$ cat src/verilog/cfpm_pkg.sv
package cfpm_pkg;

  // ==========================================================================
  // Register map
  // ==========================================================================
  localparam logic [7:0] CFPM_FLAGS_ADDR  = 8'hF7;
  localparam logic [7:0] CFPM_FLAGS_RESET = 8'h00;
  localparam logic [7:0] CFPM_IMPL_MASK   = 8'hF7;

  // ==========================================================================
  // Field positions
  // ==========================================================================
  localparam int CFPM_GIE_BIT   = 0;
  localparam int CFPM_ZERO_BIT  = 1;
  localparam int CFPM_CARRY_BIT = 2;
  localparam int CFPM_RSVD_BIT  = 3;
  localparam int CFPM_XSEL_BIT  = 4;
  localparam int CFPM_SPARE_BIT = 5;
  localparam int CFPM_PAGE_LSB  = 6;

  // ==========================================================================
  // Paging modes and flag operations
  // ==========================================================================
  typedef enum logic [1:0]
  {
    CFPM_PG_ZERO     = 2'b00,
    CFPM_PG_IDX_STK  = 2'b01,
    CFPM_PG_CUR_IDX  = 2'b10,
    CFPM_PG_CUR_STK  = 2'b11
  } cfpm_page_mode_type;

  typedef enum logic [1:0]
  {
    CFPM_OP_NONE = 2'b00,
    CFPM_OP_AND  = 2'b01,
    CFPM_OP_OR   = 2'b10,
    CFPM_OP_XOR  = 2'b11
  } cfpm_flag_op_type;

  localparam logic [7:0] CFPM_PAGE_ZERO = 8'h00;

endpackage

$ cat src/verilog/cfpm_flags.sv
// Functional notes
// - Mode 00 sends all operands to page 0.
// - Interrupt entry clears the whole flag register.
// - Mode 01: direct page 0, indexed stack page.
// - Mode 10: direct current page, indexed index page.
// - Mode 11: direct current page, indexed stack page.
// - Bit 4 selects extended register space.
// - Carry bit 2 follows each ALU operation unless a flag instruction or interrupt entry shares its cycle.
// - Zero bit 1 follows each ALU operation unless a flag instruction or interrupt entry shares its cycle.
// - Bit 0 zero blocks IRQ_TAKE; interrupt entry still clears the register.
// - Readable; changed by AND/OR/XOR immediate, by ALU update (bits 1 and 2) and by interrupt entry.
// - Bit 5 stores a value, drives nothing.
`timescale 1ns/1ps
module cfpm_flags
  import cfpm_pkg::*;
(
  input  wire logic       MCLK,
  input  wire logic       RESET_N,
  input  wire logic       IRQ_ENTRY,
  input  wire logic [1:0] FLAG_OP,
  input  wire logic [7:0] FLAG_IMM,
  input  wire logic       ALU_UPDATE,
  input  wire logic       ALU_CARRY,
  input  wire logic [7:0] ALU_RESULT,
  input  wire logic       IRQ_REQUEST,
  input  wire logic       DIRECT_ACCESS,
  input  wire logic [7:0] CURRENT_PAGE_POINTER,
  input  wire logic [7:0] INDEX_PAGE_POINTER,
  input  wire logic [7:0] STACK_PAGE_POINTER,
  input  wire logic [7:0] REG_ADDR,
  output logic      [7:0] REG_RDATA,
  output logic            REG_HIT,
  output logic      [7:0] OPERAND_PAGE,
  output logic            EXTENDED_SPACE_SELECT,
  output logic            IRQ_TAKE
);

  // ==========================================================================
  // Flag register
  // ==========================================================================
  logic [7:0]         flags_reg;
  logic [7:0]         flags_next;
  cfpm_page_mode_type ram_paging_select;
  logic               global_irq_enable;
  logic               spare_unconnected_bit;

  function automatic logic [7:0] cfpm_apply_op(input logic [7:0] cur,
                                               input cfpm_flag_op_type op,
                                               input logic [7:0] imm);
    logic [7:0] res;
    res = cur;
    case (op)
      CFPM_OP_AND: res = cur & imm;
      CFPM_OP_OR:  res = cur | imm;
      CFPM_OP_XOR: res = cur ^ imm;
      default:     res = cur;
    endcase
    return res & CFPM_IMPL_MASK;
  endfunction

  always_comb
  begin
    flags_next = flags_reg;
    if (IRQ_ENTRY)
    begin
      flags_next = CFPM_FLAGS_RESET;
    end
    else if (cfpm_flag_op_type'(FLAG_OP) != CFPM_OP_NONE)
    begin
      flags_next = cfpm_apply_op(flags_reg, cfpm_flag_op_type'(FLAG_OP), FLAG_IMM);
    end
    else if (ALU_UPDATE)
    begin
      flags_next[CFPM_CARRY_BIT] = ALU_CARRY;
      flags_next[CFPM_ZERO_BIT] = (ALU_RESULT == 8'h00);
    end
  end

  always_ff @(posedge MCLK or negedge RESET_N)
  begin
    if (!RESET_N)
    begin
      flags_reg <= CFPM_FLAGS_RESET;
    end
    else
    begin
      flags_reg <= flags_next;
    end
  end

  assign ram_paging_select     = cfpm_page_mode_type'(flags_reg[CFPM_PAGE_LSB +: 2]);
  assign global_irq_enable     = flags_reg[CFPM_GIE_BIT];
  assign spare_unconnected_bit = flags_reg[CFPM_SPARE_BIT];

  // ==========================================================================
  // Register read port
  // ==========================================================================
  always_comb
  begin
    REG_HIT   = (REG_ADDR == CFPM_FLAGS_ADDR);
    REG_RDATA = REG_HIT ? flags_reg : 8'h00;
  end

  // ==========================================================================
  // Operand paging
  // ==========================================================================
  always_comb
  begin
    OPERAND_PAGE = CFPM_PAGE_ZERO;
    case (ram_paging_select)
      CFPM_PG_ZERO:    OPERAND_PAGE = CFPM_PAGE_ZERO;
      CFPM_PG_IDX_STK: OPERAND_PAGE = DIRECT_ACCESS ? CFPM_PAGE_ZERO : STACK_PAGE_POINTER;
      CFPM_PG_CUR_IDX: OPERAND_PAGE = DIRECT_ACCESS ? CURRENT_PAGE_POINTER
                                                    : INDEX_PAGE_POINTER;
      CFPM_PG_CUR_STK: OPERAND_PAGE = DIRECT_ACCESS ? CURRENT_PAGE_POINTER
                                                    : STACK_PAGE_POINTER;
      default:         OPERAND_PAGE = CFPM_PAGE_ZERO;
    endcase
  end

  assign EXTENDED_SPACE_SELECT = flags_reg[CFPM_XSEL_BIT];
  assign IRQ_TAKE = IRQ_REQUEST & global_irq_enable;
endmodule

$ cat config.mk
export PLATFORM = sky130hd
export DESIGN_NAME = cfpm_flags
export DESIGN_NICKNAME = d
export VERILOG_FILES = /design/src/verilog/cfpm_pkg.sv /design/src/verilog/cfpm_flags.sv
export SDC_FILE = /design/constraint.sdc
export NUM_CORES = 1
export LEC_CHECK = 0
export ABC_AREA = 1
export CAP_MARGIN = 10
export CORE_ASPECT_RATIO = 1.2
export CORE_UTILIZATION = 42
export DETAILED_ROUTE_END_ITERATION = 10
export DONT_BUFFER_PORTS = 1
export GPL_ROUTABILITY_DRIVEN = 0
export GPL_TIMING_DRIVEN = 1
export PLACE_DENSITY = 0.63
export SLEW_MARGIN = 20
export SYNTH_ARGS = -nofsm -noshare
export SYNTH_HDL_FRONTEND = slang
export SYNTH_SLANG_ARGS = --single-unit
$ cat constraint.sdc
create_clock -name MCLK -period 1.8 [get_ports MCLK]
set_clock_uncertainty 0.1 [all_clocks]
set_input_delay 0.18 -clock MCLK [delete_from_list [all_inputs] [get_ports MCLK]]
set_output_delay 0.18 -clock MCLK [all_outputs]
set_load 0.05 [all_outputs]
# Word-level counts from Yosys, hierarchy flattened
# Index checks and enable logic that the tools add are counted.
# op_classes
eq_ne	8
bitwise_logic	4
reduce_logical	8
n_mux	11
# op_table
cell	count
$mux 8	5
$pmux 8 s4	1
$pmux 8 s3	1
$and 8x8->8	1
$eq 2x2->1 const B	4
$eq 8x8->1 const B	1
$logic_not 8->1	1
$or 8x8->8	1
$xor 8x8->8	1
$mux 5	1
$ne 5x2->1 const B	1
$eq 2x1->1 const B	2
$mux 2	2
$reduce_and 2->1	2
$reduce_bool 2->1	2
$reduce_bool 4->1	1
$reduce_bool 3->1	1
$logic_not 2->1	1
$and 1x1->1	1
$mux 1	1
# word_totals
inputBits	57
word_cells	34
regBits	8

# Depth between registers and ports, before layout
# Gate-level depths: netlist of run 1.
# logic_depth
ltp_word	4
ltp_mapped	9

# Least setup slack after synthesis of run 1
# Ideal clock, no wire load.
# synth_timing
kind	register -> output
from	register flags_reg[7]
to	output port OPERAND_PAGE[6]
path_buffers	0
stages_incl_launch_ff	5
t_arrival_ns	1.482
path_slack_ns	0.038
path_cell_list	dfrtp_1 > inv_2 > nor2_4 > nand2_1 > a21oi_1
# synth_via
elab_chain_len	2
elab_cells_between_ends	5
# synth_rtl
element	line	text
start: declaration	cfpm_flags.sv:41	logic [7:0] flags_reg;
start signal: assignment	cfpm_flags.sv:87	flags_reg <= flags_next;
$eq 2x2->1 (tied with other cells)	cfpm_flags.sv:110	case (ram_paging_select)
$pmux 8 s4 *	cfpm_flags.sv:110	
end: declaration	cfpm_flags.sv:33	output logic [7:0] OPERAND_PAGE,
# Every way passes the cells marked *; elsewhere a longest branch is shown, timed or not.

# Worst setup path after layout of run 1
# layout_timing
from	register flags_reg[7]
to	output port OPERAND_PAGE[2]
# The elaborated chain is that of the path after synthesis.

==> key figures, run 1 <==
Synth
  – Syn Nets: 255
  – Post-synth cell types: 21
  – YS warnings: 0
  – Primary FF master, synth: dfrtp_1
  – Commonest cells in the netlist: 66 x nand2_1, 20 x nor2_1, 19 x inv_1
  – Netlist Area Pre-Place: 1080 um2
  – Cells after Synth: 180
  – Largest cells by area after synthesis: nand2_1 23%, ha_1 21%, dfrtp_1 16%, nor2_1 6.9%, inv_1 6.6%
  – Top-area cell type share of the netlist area: 22.8%
  – Sequential fraction of the synthesis area: 16.1%
  – Top-count cell post-synth: nand2_1
  – Flops & latches, synth: 7
  – Ys async rst share: 100%
  – Area leader, netlist: nand2_1
  – Post-synth EDFFs: 0
  – Syn avg cell area: 6.03 um2

Critical path
  – R2R Path Start: flags_reg[1]
  – CP endpoint: OPERAND_PAGE[2]
  – RR Endpoint: flags_reg[1]
  – FF-to-FF setup slack: 0.48 ns
  – Max FO, Critical Path: 8
  – CP Launch Point: flags_reg[7]
  – Crit. End Element: output port
  – Worst setup SP type: flip-flop
  – Critical path class: flip-flop to output port
  – Critical Path RT: 1.52 ns
  – Reg2reg path depth: 8
  – WP data arrival: 1.34 ns

Routing
  – Post-DRT Antenna Nets: 0
  – First-pass DRT Iterations: 6
  – Via count normalized by instance count: 5.12
  – # DRC: 0
  – WL per Instance: 11.7 um
  – Detailed router's first-iteration violation count: 27
  – Vias post-DR: 1182
  – Routed WL: 2.70 mm

Clock network
  – CTS Sinks: 7
  – Max H-tree Level: 1
  – Root buf cell: clkbuf_4
  – Cts bufs inserted: 3
  – TritonCTS clock tree: done
  – CTS Buffer Depth: 2
  – Clock latency on the worst-skew pair: 0.25 ns
  – Clock transition at path regs: 0.05 ns

GRT
  – Antenna violations before repair: 0
  – First-pass GRT wire length: 4.54 mm
  – Vias in the first global route: 1139
  – Overall global routing resource usage: 19.9%
  – Total grt overflow: 0
  – Largest net degree at the start of global routing: 14

STA
  – RSZ-0062 raised after global routing: no
  – Max Slew Vio Count: 0
  – Final Critical Period: 1.62 ns
  – Final hold vios: 0
  – Peak Freq: 617 MHz
  – Sum of negative setup slack: 0 ns
  – Minimum hold slack: 0.0350 ns
  – Final worst-path cycle share: 90.1%
  – Final worst slack: 0.179 ns
  – Final setup violation count: 0

Placement
  – HPWL after DPL: 2.15 mm
  – Cells after DPL: 221
  – IO buf count: 0
  – Dpl ws: 0.274 ns

Power and ir drop
  – Pwr Density: 472 nW/um2
  – Overall Power: 602 uW
  – Worst vdd ir: 0.297 mV
  – Leakage: 0.704 nW

Finish
  – Layout Cells excl Fill: 231
  – N_diodes: 0
  – Nets: 276
  – Multi-input logic area: 764 um2
  – Area growth syn-to-layout: 17.5%
  – Flip-flop count of the largest register after layout: 7
  – Share of cells above drive strength 1: 17.0%
  – Fillers: 241
  – Seq. cell area: 178 um2

Flow run
  – Maximum capacitance violations: 0

Floorplanning
  – Initial Utilization: 45.6%
  – Core Region: 2380 um2
  – Die span in y: 57.7 um
  – Placement Rows: 19
  – Die width: 48.4 um
  – Die Area: 2790 um2
  – I/O Pins: 76

Worst hold path
  – Worst hold path type: input port to flip-flop

Status
  – Status: completed
[repair_timing]
item / 4_1_cts / 5_1_grt
resized for setup: 1 / 1
pin swaps: 0 / 1
hold buffers: 2 / 0
endpoints found under the hold margin: 8 / 0
endpoints found under the setup margin: 4 / 5
setup buffers: 0 / 4
[worst min path at each step]
stage                              end  cells after the start  slack [ns]  startpoint
after floorplan           flags_reg[0]                      0       -0.22     RESET_N
after global placement    flags_reg[4]                      0       -0.22     RESET_N
after detailed placement  flags_reg[4]                      0       -0.22     RESET_N
after CTS                 flags_reg[2]                      3        0.03  ALU_UPDATE
after global routing      flags_reg[2]                      3        0.04  ALU_UPDATE
final                     flags_reg[2]                      3        0.04  ALU_UPDATE
[placed cells by master, fill, tap and decap left out, drive strengths merged, types with 4 or more instances in the layout]
cell type  netlist  final
nand2           66     66
o211ai           4      4
inv             24     24
o21ai           13     13
nand3            7      7
dfrtp            7      7
ha              18     18
buf              6     20
nor2            21     21
clkbuf           0      4
a21oi            8      8
[through the flow]
step,util (%),instance area [um2]
2_1_floorplan,-,1080
3_3_place_gp,50.3,1200
3_5_place_dp,50.3,1200
4_1_cts,52.3,1240
5_1_grt,53.6,1270
6_report,53.6,1270
[critical path, stage by stage (launching register included)]
cell     delay, ns
dfrtp_2       0.40
inv_2         0.07
nor2_4        0.18
nand2_1       0.08
nand2_1       0.06
nand2_1       0.05
nand2_1       0.07
buf_4         0.19
[report_power, final]
group / total (mW) / switching [mW] / internal [mW]
clock: 0.141 / 0.0565 / 0.0845
combinational: 0.271 / 0.178 / 0.0925
sequential: 0.190 / 0.0177 / 0.173
[cell families after synthesis]
kind of cell    after synthesis  synth area share [%]
fa+ha+maj                    18                  20.8
other cells                   1                 0.346
buf+inv                      32                  13.4
flops                         7                  16.1
simple gates                 97                  36.6
compound gates               25                  12.8
[routing by layer]
layer	track usage, %	wire length [um]
met5	0	0
met2	36.2	1340
met3	4.46	230
met4	5.46	6
met1	23.5	1120
[final cells by class]
class | count | area share, %
inverter | 26 | 7.65
clock buffer | 4 | 2.06
sequential | 7 | 13.9
multi-input combinational | 141 | 60.0
tap | 31 | 3.04
timing repair buffer | 22 | 13.3
Power figures use the tool's default switching activity.
==> inputs of run 2 (changes only) <==
- CORE_UTILIZATION: 42 -> 63
- PLACE_DENSITY: 0.63 -> 0.86
- RECOVER_POWER: default -> 50
==> key figures, run 2 (same netlist as run 1, synthesis figures left out) <==
Floorplanning
  – Die span in y: 47.5 um (-18%)
  – Placement Rows: 16 (-3)
  – I/O Pins: 76 (unchanged)
  – Core Region: 1620 um2 (-32%)
  – Die Area: 1890 um2 (-32%)
  – Initial Utilization: 66.9% (+21 points)
  – Die width: 39.9 um (-18%)

Critical path
  – CP bufs+invs: 1 (-1)
  – Slowest CP cell: dfrtp_2
  – Worst path max stage delay: 0.50 ns (+0.10 ns)
  – Critical path class: flip-flop to output port
  – RR Endpoint: flags_reg[6]
  – FF-to-FF setup slack: 0.37 ns (-0.11 ns)
  – Crit. End Element: output port
  – Top delay family on crit path: flip-flops
  – Reg2reg path depth: 5 (-3)
  – Critical Path RT: 1.52 ns (about the same)
  – WP data arrival: 1.38 ns (+0.04 ns)
  – Most frequent CP cell: nand2_1
  – Worst-path cell chain: nor2_4 -> nand2_1 -> nand2_1 -> nand2_1 -> nand2_1 -> buf_4
  – Max FO, Critical Path: 13 (+5)
  – Critical path depth: 6 (-1)
  – Worst setup SP type: flip-flop
  – R2R Path Start: flags_reg[6]

Clock network
  – CTS Sinks: 7 (unchanged)
  – Cts bufs inserted: 3 (unchanged)
  – Max H-tree Level: 1 (unchanged)
  – TritonCTS clock tree: done
  – Clock latency on the worst-skew pair: 0.26 ns (about the same)
  – CTS Buffer Depth: 2 (unchanged)
  – Root buf cell: clkbuf_4
  – Clock transition at path regs: 0.06 ns (about the same)

Status
  – Status: completed

STA
  – Worst Tran Pin Value: 0.598 ns
  – Final worst-path cycle share: 92.4% (+2.3 points)
  – Final hold vios: 0 (unchanged)
  – Relative slew slack: 60.3%
  – Final Critical Period: 1.66 ns (+0.0409 ns)
  – RSZ-0062 raised after global routing: no
  – Final setup violation count: 0 (unchanged)
  – Minimum hold slack: 0.0119 ns (-0.0231 ns)
  – Peak Freq: 602 MHz (-2.5%)
  – Max Slew Vio Count: 0 (unchanged)
  – Sum of negative setup slack: 0 ns (unchanged)

GRT
  – Met3 usage: 5.58% (+1.1 points)
  – Most used routing layer: met2
  – First-pass GRT wire length: 3.39 mm (-25%)
  – Vias in the first global route: 870 (-24%)
  – Met2 Use GR: 52.3% (+16 points)
  – Total grt overflow: 0 (unchanged)
  – Antenna violations before repair: 0 (unchanged)
  – Overall global routing resource usage: 26.7% (+6.9 points)
  – Largest net degree at the start of global routing: 14 (unchanged)
  – Met1 usage: 26.3% (+2.8 points)

Routing
  – # DRC: 0 (unchanged)
  – Routed WL: 2.43 mm (-9.9%)
  – Vias post-DR: 1127 (-4.7%)
  – Post-DRT Antenna Nets: 0 (unchanged)
  – Detailed router's first-iteration violation count: 14 (-48%)
  – Via count normalized by instance count: 5.22 (+2.0%)
  – WL per Instance: 11.3 um (-3.6%)
  – First-pass DRT Iterations: 4 (-2)

Worst hold path
  – Min-Delay Path Depth: 3 (unchanged)
  – Hold Startpoint: ALU_UPDATE
  – Worst hold path type: input port to flip-flop
  – Hold endpoint: flags_reg[1]

Finish
  – N_diodes: 0 (unchanged)
  – Most common cell after layout, fill and taps aside: nand2_1
  – Design Area, Final: 1230 um2 (-3.5%)
  – Most frequent cells in the layout: 66 x nand2_1, 20 x inv_1, 20 x nor2_1
  – Nets: 274 (-0.72%)
  – Layout Utilization: 75.8% (+22 points)
  – Area growth syn-to-layout: 13.4%
  – Share of cells above drive strength 1: 14.1% (-2.9 points)
  – Flip-flop count of the largest register after layout: 7 (unchanged)

Power and ir drop
  – Leakage: 0.682 nW (-3.2%)
  – Pwr Density: 487 nW/um2 (+3.2%)
  – Overall Power: 599 uW (-0.46%)
  – Worst vdd ir: 0.535 mV (+80%)

Placement
  – Cell Area, Placed: 1180 um2 (-1.4%)
  – HPWL after DPL: 1.95 mm (-9.7%)
  – IO buf count: 0 (unchanged)

Flow run
  – Maximum capacitance violations: 0 (unchanged)
[run 2: changes by cell type in the layout (fill, tap and decap cells not counted)]
cell / before / now
buf_4: 20 / 14
clkbuf_1: 1 / 4
clkinv_2: 0 / 1
inv_1: 19 / 20
inv_2: 5 / 4
o21ai_0: 11 / 12
o21ai_1: 1 / 0
[run 2: area by class of cell]
cell class                 count  area [um2]
tap                           18        22.5
clock inverter                 1        5.00
sequential                     7         178
timing repair buffer          20         140
clock buffer                   3        22.5
inverter                      26        97.6
multi-input combinational    141         764
fill                         133         392
[run 2: how the worst max path moves through the flow]
| stage | start | to | slack (ns) |
|---|---|---|---|
| global route | flags_reg[6] | OPERAND_PAGE[2] | 0.01 |
| global placement | flags_reg[6] | OPERAND_PAGE[7] | 0.32 |
| detailed placement | flags_reg[6] | flags_reg[6] | 0.21 |
| floorplan | flags_reg[7] | OPERAND_PAGE[6] | 0.04 |
| finish | flags_reg[6] | OPERAND_PAGE[5] | 0.14 |
| CTS | flags_reg[7] | OPERAND_PAGE[1] | 0.08 |
[run 2: layer usage]
metal | routed length, um | part of all wire (%)
met1 | 920 | 38
met2 | 1300 | 53
met3 | 177 | 7.3
met4 | 36 | 1.5
met5 | 0 | 0
[run 2: stage by stage]
step,worst slack (ns),cells
final,0.138,216
after global routing,0.0101,216
after CTS,0.0751,214
after detailed placement,0.212,208
after global placement,0.318,208
after floorplan,0.0376,180
[run 2: timing repair]
action                                  4_1_cts  5_1_grt
endpoints found under the hold margin         9        0
gates resized for setup                       1        1
pin swaps                                     0        1
hold buffers                                  2        0
endpoints found under the setup margin        3        7
buffers inserted                              0        2
[run 2: report_power, final]
part           switching (mW)  leakage, nW  internal, mW
Sequential             0.0203       0.0908         0.172
Combinational           0.174        0.573        0.0856
Clock                  0.0658       0.0177        0.0815
[run 2: tightest hold or removal path: stages]
cell and delay, ns:
o21ai_2 0.06, nand2_1 0.06, nand2_1 0.04
